### config.mk
export PLATFORM = sky130hd
export DESIGN_NAME = periph_irq_flag_enable
export DESIGN_NICKNAME = d
export VERILOG_FILES = /design/src/periph_irq_pkg.sv /design/src/periph_irq_flag_enable.sv /design/src/periph_req_gate.sv /design/src/sticky_flag.sv
export SDC_FILE = /design/constraint.sdc
export NUM_CORES = 1
export LEC_CHECK = 0
export BUFFER_PORTS_ARGS = -buffer_cell sky130_fd_sc_hd__buf_2
export CAP_MARGIN = 20
export CORE_MARGIN = 3
export CORE_UTILIZATION = 45
export CTS_CLUSTER_DIAMETER = 50
export CTS_CLUSTER_SIZE = 25
export DETAILED_ROUTE_END_ITERATION = 10
export PLACE_DENSITY_LB_ADDON = 0.2
export SETUP_SLACK_MARGIN = 0.3
export SYNTH_ARGS = -nofsm -noshare
export SYNTH_HDL_FRONTEND = slang
export SYNTH_SLANG_ARGS = --single-unit
### constraint.sdc
create_clock -name pclk -period 1.5 [get_ports pclk]
set_input_delay 0.3 -clock pclk [delete_from_list [all_inputs] [get_ports pclk]]
set_output_delay 0.3 -clock pclk [all_outputs]
set_load 0.01 [all_outputs]
### src/periph_irq_pkg.sv
// Purpose: shared constants and types for the peripheral request slice
// Assumes: 32-bit APB register bus, one word per register
// Notes:   flag and enable positions match the request/enable registers
`default_nettype none
package periph_irq_pkg;

    // -------------------------------------------------------------------
    // register map (byte addresses)
    // -------------------------------------------------------------------
    localparam logic [7:0] OFFS_FLAG_B   = 8'h00;
    localparam logic [7:0] OFFS_EN_A     = 8'h04;
    localparam logic [7:0] OFFS_EN_B     = 8'h08;
    localparam logic [7:0] OFFS_CTRL     = 8'h0C;
    localparam logic [7:0] OFFS_STATUS   = 8'h10;
    localparam int         ADDR_W        = 8;

    // -------------------------------------------------------------------
    // field positions
    // -------------------------------------------------------------------
    localparam int BIT_CAPCOMP2     = 0;
    localparam int BIT_TIMER3       = 1;
    localparam int NUM_FLAGS        = 2;
    localparam int EN_W             = 8;
    localparam int CTRL_PRIO_BIT    = 0;
    localparam int CTRL_GLOBAL_BIT  = 1;
    localparam int CTRL_MODE_LSB    = 2;
    localparam int CTRL_W           = 4;
    localparam int STATUS_IRQ_BIT   = 0;

    // -------------------------------------------------------------------
    // reset values
    // -------------------------------------------------------------------
    localparam logic [EN_W-1:0]      EN_RESET    = 8'h00;
    localparam logic [NUM_FLAGS-1:0] FLAG_RESET  = 2'h0;
    localparam logic [CTRL_W-1:0]    CTRL_RESET  = 4'h0;
    localparam logic [31:0]          ZERO_WORD   = 32'h0000_0000;

    // capture/compare unit mode, gray coded
    typedef enum logic [1:0] {
        MODE_OFF     = 2'h0,
        MODE_CAPTURE = 2'h1,
        MODE_COMPARE = 2'h3,
        MODE_PWM     = 2'h2
    } capcomp_mode_t;

    // event strobes from the timers and the capture/compare unit
    typedef struct packed {
        logic timer3_ovf;
        logic capcomp2_capture;
        logic capcomp2_match;
    } periph_events_t;

    // control fields
    typedef struct packed {
        capcomp_mode_t mode;
        logic          global_periph_irq_enable;
        logic          priority_levels_on;
    } irq_ctrl_t;

endpackage
`default_nettype wire

### src/periph_irq_flag_enable.sv
// Purpose: timer-3 / capture-compare-2 request flags with enable gating
// Assumes: event strobes are one-cycle pulses synchronous to pclk
// Notes:   APB slave, zero-wait after one registered setup cycle
//
// Operation
// A timer-3 overflow sets flag bit 1 until software writes it zero.
// Capture mode: a timer-1 capture sets bit 0; a written zero clears it.
// Each peripheral source has its own enable bit to mask it alone.
// The peripheral enable bits are split over two enable registers; here both source enables sit in register b and a gates nothing.
// Priority levels off: a request needs the global enable to pass.
// An enable bit at one passes its source's request, at zero blocks it.
// Compare mode: a timer-1 match sets flag bit 0; pulse-width never does.
`timescale 1ns/1ps
`default_nettype none
module periph_irq_flag_enable (
    input  wire logic                              pclk,
    input  wire logic                              presetn,
    input  wire logic                              psel,
    input  wire logic                              penable,
    input  wire logic                              pwrite,
    input  wire logic [periph_irq_pkg::ADDR_W-1:0] paddr,
    input  wire logic [31:0]                       pwdata,
    output logic [31:0]                            prdata,
    output logic                                   pready,
    output logic                                   pslverr,
    input  wire periph_irq_pkg::periph_events_t    events,
    output logic                                   periph_irq
);
    import periph_irq_pkg::*;

    // -------------------------------------------------------------------
    // apb slave
    // -------------------------------------------------------------------
    logic [31:0]          prdata_q, prdata_d;
    logic                 pready_q, pready_d;
    logic                 pslverr_q, pslverr_d;
    logic [EN_W-1:0]      en_a_q, en_a_d;
    logic [EN_W-1:0]      en_b_q, en_b_d;
    irq_ctrl_t            ctrl_q, ctrl_d;
    logic [NUM_FLAGS-1:0] flag_q;
    logic                 irq_q, irq_d;
    logic                 req;
    logic                 setup;
    logic                 wr_acc;
    logic                 mapped;
    logic                 wr_flag;
    logic                 set_cc2;

    // a write commits on the single access cycle; errors drop it
    assign setup  = psel && !penable;
    assign wr_acc = psel && penable && pready_q && pwrite && !pslverr_q;
    assign wr_flag = wr_acc && (paddr == OFFS_FLAG_B);

    always_comb begin
        case (paddr)
            OFFS_FLAG_B, OFFS_EN_A, OFFS_EN_B,
            OFFS_CTRL, OFFS_STATUS: mapped = 1'b1;
            default:                mapped = 1'b0;
        endcase
    end

    // read word is latched at setup and stands through the access
    always_comb begin
        pready_d  = setup;
        pslverr_d = setup && !mapped;
        prdata_d  = prdata_q;
        if (setup) begin
            prdata_d = ZERO_WORD;
            if (!pwrite) begin
                case (paddr)
                    OFFS_FLAG_B: prdata_d[NUM_FLAGS-1:0] = flag_q;
                    OFFS_EN_A:   prdata_d[EN_W-1:0]      = en_a_q;
                    OFFS_EN_B:   prdata_d[EN_W-1:0]      = en_b_q;
                    OFFS_CTRL:   prdata_d[CTRL_W-1:0]    = ctrl_q;
                    OFFS_STATUS: prdata_d[STATUS_IRQ_BIT] = irq_q;
                    default:     prdata_d = ZERO_WORD;
                endcase
            end
        end
    end

    // -------------------------------------------------------------------
    // enable and control registers
    // -------------------------------------------------------------------
    always_comb begin
        en_a_d = en_a_q;
        en_b_d = en_b_q;
        ctrl_d = ctrl_q;
        if (wr_acc && paddr == OFFS_EN_A) begin
            en_a_d = pwdata[EN_W-1:0];
        end
        if (wr_acc && paddr == OFFS_EN_B) begin
            en_b_d = pwdata[EN_W-1:0];
        end
        if (wr_acc && paddr == OFFS_CTRL) begin
            ctrl_d = irq_ctrl_t'(pwdata[CTRL_W-1:0]);
        end
    end

    // -------------------------------------------------------------------
    // request flags
    // -------------------------------------------------------------------
    // off and pulse-width modes never raise the capcomp2 flag
    always_comb begin
        case (ctrl_q.mode)
            MODE_CAPTURE: set_cc2 = events.capcomp2_capture;
            MODE_COMPARE: set_cc2 = events.capcomp2_match;
            MODE_PWM:     set_cc2 = 1'b0;
            default:      set_cc2 = 1'b0;
        endcase
    end

    sticky_flag u_flag_timer3 (
        .pclk      (pclk),
        .presetn   (presetn),
        .set_pulse (events.timer3_ovf),
        .wr_en     (wr_flag),
        .wr_val    (pwdata[BIT_TIMER3]),
        .flag_q    (flag_q[BIT_TIMER3])
    );

    sticky_flag u_flag_capcomp2 (
        .pclk      (pclk),
        .presetn   (presetn),
        .set_pulse (set_cc2),
        .wr_en     (wr_flag),
        .wr_val    (pwdata[BIT_CAPCOMP2]),
        .flag_q    (flag_q[BIT_CAPCOMP2])
    );

    // -------------------------------------------------------------------
    // request to the core
    // -------------------------------------------------------------------
    periph_req_gate u_gate (
        .flags   (flag_q),
        .enables (en_b_q[NUM_FLAGS-1:0]),
        .ctrl    (ctrl_q),
        .req     (req)
    );

    // one cycle from flag to request keeps periph_irq a flop
    always_comb begin
        irq_d = req;
    end

    always_ff @(posedge pclk or negedge presetn) begin
        if (!presetn) begin
            prdata_q  <= ZERO_WORD;
            pready_q  <= 1'b0;
            pslverr_q <= 1'b0;
            en_a_q    <= EN_RESET;
            en_b_q    <= EN_RESET;
            ctrl_q    <= irq_ctrl_t'(CTRL_RESET);
            irq_q     <= 1'b0;
        end else begin
            prdata_q  <= prdata_d;
            pready_q  <= pready_d;
            pslverr_q <= pslverr_d;
            en_a_q    <= en_a_d;
            en_b_q    <= en_b_d;
            ctrl_q    <= ctrl_d;
            irq_q     <= irq_d;
        end
    end

    assign prdata     = prdata_q;
    assign pready     = pready_q;
    assign pslverr    = pslverr_q;
    assign periph_irq = irq_q;
endmodule
`default_nettype wire

### src/periph_req_gate.sv
// Purpose: combine flags, per-source enables and global control
// Assumes: purely combinational, registered by the caller
// Notes:   with priority levels on, global enable does not gate
`timescale 1ns/1ps
`default_nettype none
module periph_req_gate (
    input  wire logic [periph_irq_pkg::NUM_FLAGS-1:0] flags,
    input  wire logic [periph_irq_pkg::NUM_FLAGS-1:0] enables,
    input  wire periph_irq_pkg::irq_ctrl_t            ctrl,
    output logic                                      req
);
    import periph_irq_pkg::*;

    logic any_src;

    always_comb begin
        any_src = |(flags & enables);
        req     = any_src &&
                  (ctrl.priority_levels_on ||
                   ctrl.global_periph_irq_enable);
    end

endmodule
`default_nettype wire

### src/sticky_flag.sv
// Purpose: one hardware-set, software-written request flag
// Assumes: set and write are one-cycle strobes in the pclk domain
// Notes:   a set in the same cycle as a software write wins
`timescale 1ns/1ps
`default_nettype none
module sticky_flag (
    input  wire logic pclk,
    input  wire logic presetn,
    input  wire logic set_pulse,
    input  wire logic wr_en,
    input  wire logic wr_val,
    output logic      flag_q
);
    import periph_irq_pkg::*;

    logic flag_d;

    always_comb begin
        flag_d = flag_q;
        if (wr_en) begin
            flag_d = wr_val;
        end
        if (set_pulse) begin
            flag_d = 1'b1;
        end
    end

    always_ff @(posedge pclk or negedge presetn) begin
        if (!presetn) begin
            flag_q <= 1'b0;
        end else begin
            flag_q <= flag_d;
        end
    end

endmodule
`default_nettype wire

**Yosys cells after proc, flatten, opt, wreduce, memory -nomap -nowiden**

Cells that the tools add are included.

- Register bits after elaboration: 57
- Input bits: 48
- Output and inout bits: 35
- Word-level logic and storage cells: 49

- Equal/unequal tests: 6
- Multiplexer cells: 11
- Bitwise operators: 1
- Reductions and logical operators: 20

Operators by type and width:

| cell | number |
|---|---|
| 8-bit by 4-bit == test with 1-bit output (second input constant) | 2 |
| 1-bit logical AND | 11 |
| 8-bit by 3-bit == test with 1-bit output (second input constant) | 1 |
| 8-bit by 5-bit == test with 1-bit output (second input constant) | 1 |
| 8-bit logical NOT | 1 |
| 8-bit 2-to-1 mux | 1 |
| 4-bit case mux with 2 select lines | 1 |
| 2-bit case mux with 3 select lines | 1 |
| 1-bit 2-to-1 mux | 5 |
| 1-bit case mux with 5 select lines | 1 |
| 5-bit OR reduction | 1 |
| 1-bit case mux with 4 select lines | 1 |
| 2-bit nonzero test | 2 |
| 1-bit logical NOT | 3 |
| 2-bit bitwise AND | 1 |
| 2-bit by 1-bit == test with 1-bit output (second input constant) | 1 |
| 2-bit == test (second input constant) | 1 |
| 1-bit case mux with 2 select lines | 1 |
| 2-bit OR reduction | 1 |
| 1-bit logical OR | 1 |

**Longest topological paths before layout**

- Word-level depth: 7
- Depth in mapped cells: 5

**By module**

A second synthesis with hierarchy kept.

- Cell total of the unflattened synthesis: 144
- Area, all modules: 1,672.9 um^2

By module, submodules not included:

| module | instances | cells each | area an instance (um^2) | seq. area each (um^2) |
|---|---|---|---|---|
| periph_irq_flag_enable | 1 | 135 | 1,577.8 | 775.7 |
| sticky_flag | 2 | 3 | 40.0 | 25.0 |
| periph_req_gate | 1 | 3 | 15.0 | 0.0 |

**Worst setup path before layout**

OpenSTA, ideal clock, no wires.

- Path type: register to register
- Start point: reg pready_q (netlist: pready)
- End point: reg en_a_q[0]
- Library setup time: 125 ps
- Arrival time: 1,327 ps
- Data required time: 1,375 ps
- Path slack: 49 ps
- Stages on the path, launching flop included: 6
- Buffers on the path: 1
- Period minus slack after synthesis: 1,451 ps
- Cell sequence: dfrtp_1 -> and4b_1 -> nand4_2 -> nor2b_2 -> buf_6 -> mux2_2

- Cells in the longest elaborated chain, start to end: 4

Ends and longest elaborated chain:

| item | line | text |
|---|---|---|
| start, declared | periph_irq_flag_enable.sv:35 | `logic pready_q, pready_d;` |
| start signal, assigned | periph_irq_flag_enable.sv:157 | `pready_q <= pready_d;` |
| 1-bit logical AND (3 in a row) | periph_irq_flag_enable.sv:51 | `assign wr_acc = psel && penable && pready_q && pwrite && !pslverr_q;` |
| 1-bit logical AND | periph_irq_flag_enable.sv:89 | `if (wr_acc && paddr == OFFS_EN_A) begin` |
| end signal, assigned | periph_irq_flag_enable.sv:159 | `en_a_q <= en_a_d;` |
| end, declared | periph_irq_flag_enable.sv:37 | `logic [EN_W-1:0] en_a_q, en_a_d;` |

No other way between the ends.
A chain may end at the register's enable or synchronous reset.

**Final worst setup path**

- Start point: reg pready_q (netlist: pready)
- End point: reg ctrl_q[3] (netlist bit)

- Cells in the longest elaborated chain, start to end: 4

Ends and longest elaborated chain:

| item | line | text |
|---|---|---|
| 1-bit logical AND (3 in a row) | periph_irq_flag_enable.sv:51 |  |
| 1-bit logical AND | periph_irq_flag_enable.sv:95 | `if (wr_acc && paddr == OFFS_CTRL) begin` |
| end signal, assigned | periph_irq_flag_enable.sv:153 | `ctrl_q <= irq_ctrl_t'(CTRL_RESET);` |
| end signal, assigned | periph_irq_flag_enable.sv:161 | `ctrl_q <= ctrl_d;` |
| end, declared | periph_irq_flag_enable.sv:39 | `irq_ctrl_t ctrl_q, ctrl_d;` |

No other way between the ends.

==> results.cfg <==
[run_status]
status = finished, violations left
violations = negative setup slack

[finish]
nFillCells = 301
register_area_um2 = 826
final_util_pct = 61.4
nets = 246
multi_input_area_um2 = 835
antenna_cells = 0
syn_to_final_growth_pct = 25.5
drive_gt1_share_pct = 47.0

[setup_path]
worstPathRequired_ns = 1.67
critical_path_class = reg -> reg
critPathSlowestCell = mux2_2
arrival_ns = 1.68
crit_chain = and4b_2 -> nand4_4 -> nor2_2 -> mux2_2
start_kind = flip-flop
end_kind = flip-flop
crit_family = simple AND/OR/NAND/NOR gates
crit_fanout = 4
cpPeakStageDelay_ns = 0.38
critPathBufInv = 0

[timing]
hold_viol_final = 0
slew_viol_final = 0
hold_slack_ns = 0.266
grt_setup_unrepaired = true
clock_skew_ns = 0.00571
timing.fmax_mhz = 661
worst_slack_ns = -0.0132
min_period_ns = 1.51
period_share_pct = 101
setup-violations-final = 14

[routing]
first_pass_iters = 4
postRouteWirelength_um = 3890
viasPerCell = 5.00
postRouteAntennaNets = 0
drtIter0Drc = 71
routedWlPerCell_um = 15.9
drc = 0
vias = 1219

[synthesis]
synth_cells = 146
yosys.area.top_type = dfrtp_1
yosys-top-cells-area = dfrtp_1 48%, mux2_2 14%, buf_4 11%, a22oi_1 3.1%, nand2_1 2.6%
ys_ff_latch = 33
yosys.cell_count.top_type = dfrtp_1
yosysSeqAreaShare_pct = 48.3
netlist_area_um2 = 1710
synth.top_cells.by_count = 33 x dfrtp_1, 25 x buf_4, 21 x mux2_2
syn_avg_cell_area_um2 = 11.7
synthDistinctLibCells = 34
yosysTopAreaCellShare_pct = 48.3
synthFlopType = dfrtp_1
synth_edf_count = 0
async_reset_ff_share_pct = 100
ys_warn_count = 0

[cts]
root_buffer = clkbuf_8
cts_buffer_depth = 2
numCtsBuffers = 5
insertion_delay_ns = 0.28
cts_tree = built
clkTransAtPathRegs_ns = 0.06
h-tree-depth = 2
cts_sinks = 33

[place]
dpl.hpwl_um = 2920
place.port_buffers = 34
dpl_worst_slack_ns = -0.162
gp_congestion = 0.847

[power]
power_density_nw_per_um2 = 816
p_leak_nw = 1.08
irDropWorstVdd_v = 0.000526

[floorplanning]
rows = 21
die_h_um = 67.6
ios = 83
core_area_um2 = 3490
dieArea_um2 = 4570
initial_utilization_pct = 48.9
fp.dieW_um = 67.6

[grt]
antenna_found_initial = 0
globalRouteOverflowTotal = 0
grt_usage_pct = 19.1
grt_max_degree = 20
grt_pass1_vias = 1221
grt_pass1_wl_um = 6160

[flow_run]
drv_cap = 0

[worst_hold_path]
holdCritPathClass = in -> reg
[flip-flops by register name, summed over array words and instances (netlist names)]
| name | flops |
|---|---|
| ctrl_q | 4 |
| en_a_q | 8 |
| en_b_q | 8 |
| periph_irq | 1 |
| prdata | 8 |
| pready | 1 |
| pslverr | 1 |
| u_flag_capcomp2.flag_q | 1 |
| u_flag_timer3.flag_q | 1 |
[final timing paths]
path / start / end / slack, ns / depth (start not counted)
setup / recovery: pready / ctrl_q[3] / -0.01 / 4
hold / removal: pwdata[4] / en_b_q[4] / 0.27 / 2
setup reg to reg: pready / ctrl_q[3] / -0.01 / 4
hold reg to reg: prdata[6] / prdata[6] / 0.48 / 2
max in group asynchronous: presetn / ctrl_q[0] / 0.60 / 3
min in group asynchronous: presetn / en_b_q[0] / 0.47 / 2
[final cells by class]
cell class                      count  share of cell area [%]
Tap cell                           46                    2.68
Multi-Input combinational cell    105                    38.9
Clock buffer                        7                    4.03
Inverter                            1                   0.175
Timing Repair Buffer               52                    15.7
Sequential cell                    33                    38.5
[placed cells by master, fill, tap and decap left out, types with 5 or more instances in the layout]
cell type	count
clkbuf_8	6
buf_2	32
nor2_1	5
a22oi_1	7
mux2_2	7
conb_1	24
dfrtp_1	33
nand2_1	12
buf_4	14
mux2_4	16
[through the flow]
step	instance area, um^2	power [W]	TNS (ns)	instances
floorplan	1860	0.00104	0	169
global placement	1990	0.00108	-2.75	235
detailed placement	1990	0.00109	-2.93	235
CTS	2130	0.00177	-0.0264	243
global route	2140	0.00185	-1.27	244
finish	2140	0.00175	-0.0657	244
[metal layers]
| layer | GRT usage [%] | wire length (um) | up-vias |
|---|---|---|---|
| li1 | - | - | 570 |
| met2 | 30.3 | 1960 | 44 |
| met1 | 23.9 | 1630 | 600 |
| met3 | 5.49 | 228 | 5 |
| met5 | 0 | 0 | - |
| met4 | 8.86 | 72 | 0 |
[kinds of logic after synthesis]
group / after synthesis / synth area share [%]
and+or+nand+nor: 36 / 12.6
DFF: 33 / 48.3
muxes: 27 / 18.2
AOI/OAI and AO/OA: 18 / 7.39
other: 1 / 0.219
buffers and inverters: 31 / 13.2
[timing repair]
item	CTS	global route
hold endpoints to repair	14	0
setup endpoints to repair	23	29
setup buffers	0	1
hold buffers	1	0
pin swaps	2	0
resized for setup	8	3
[worst reg2reg max path: stages, from the launching register on]
cell and delay (ns):
dfrtp_1 0.34, and4b_2 0.27, nand4_4 0.15, nor2_2 0.26
mux2_2 0.38
[power by group]
| part | internal (W) | switching [W] |
|---|---|---|
| Clock | 0.000364 | 0.000305 |
| Sequential | 0.000896 | 0.00000405 |
| Combinational | 0.0000712 | 0.000110 |
| Total | 0.00133 | 0.000419 |
(Power assumes the default switching activity.)
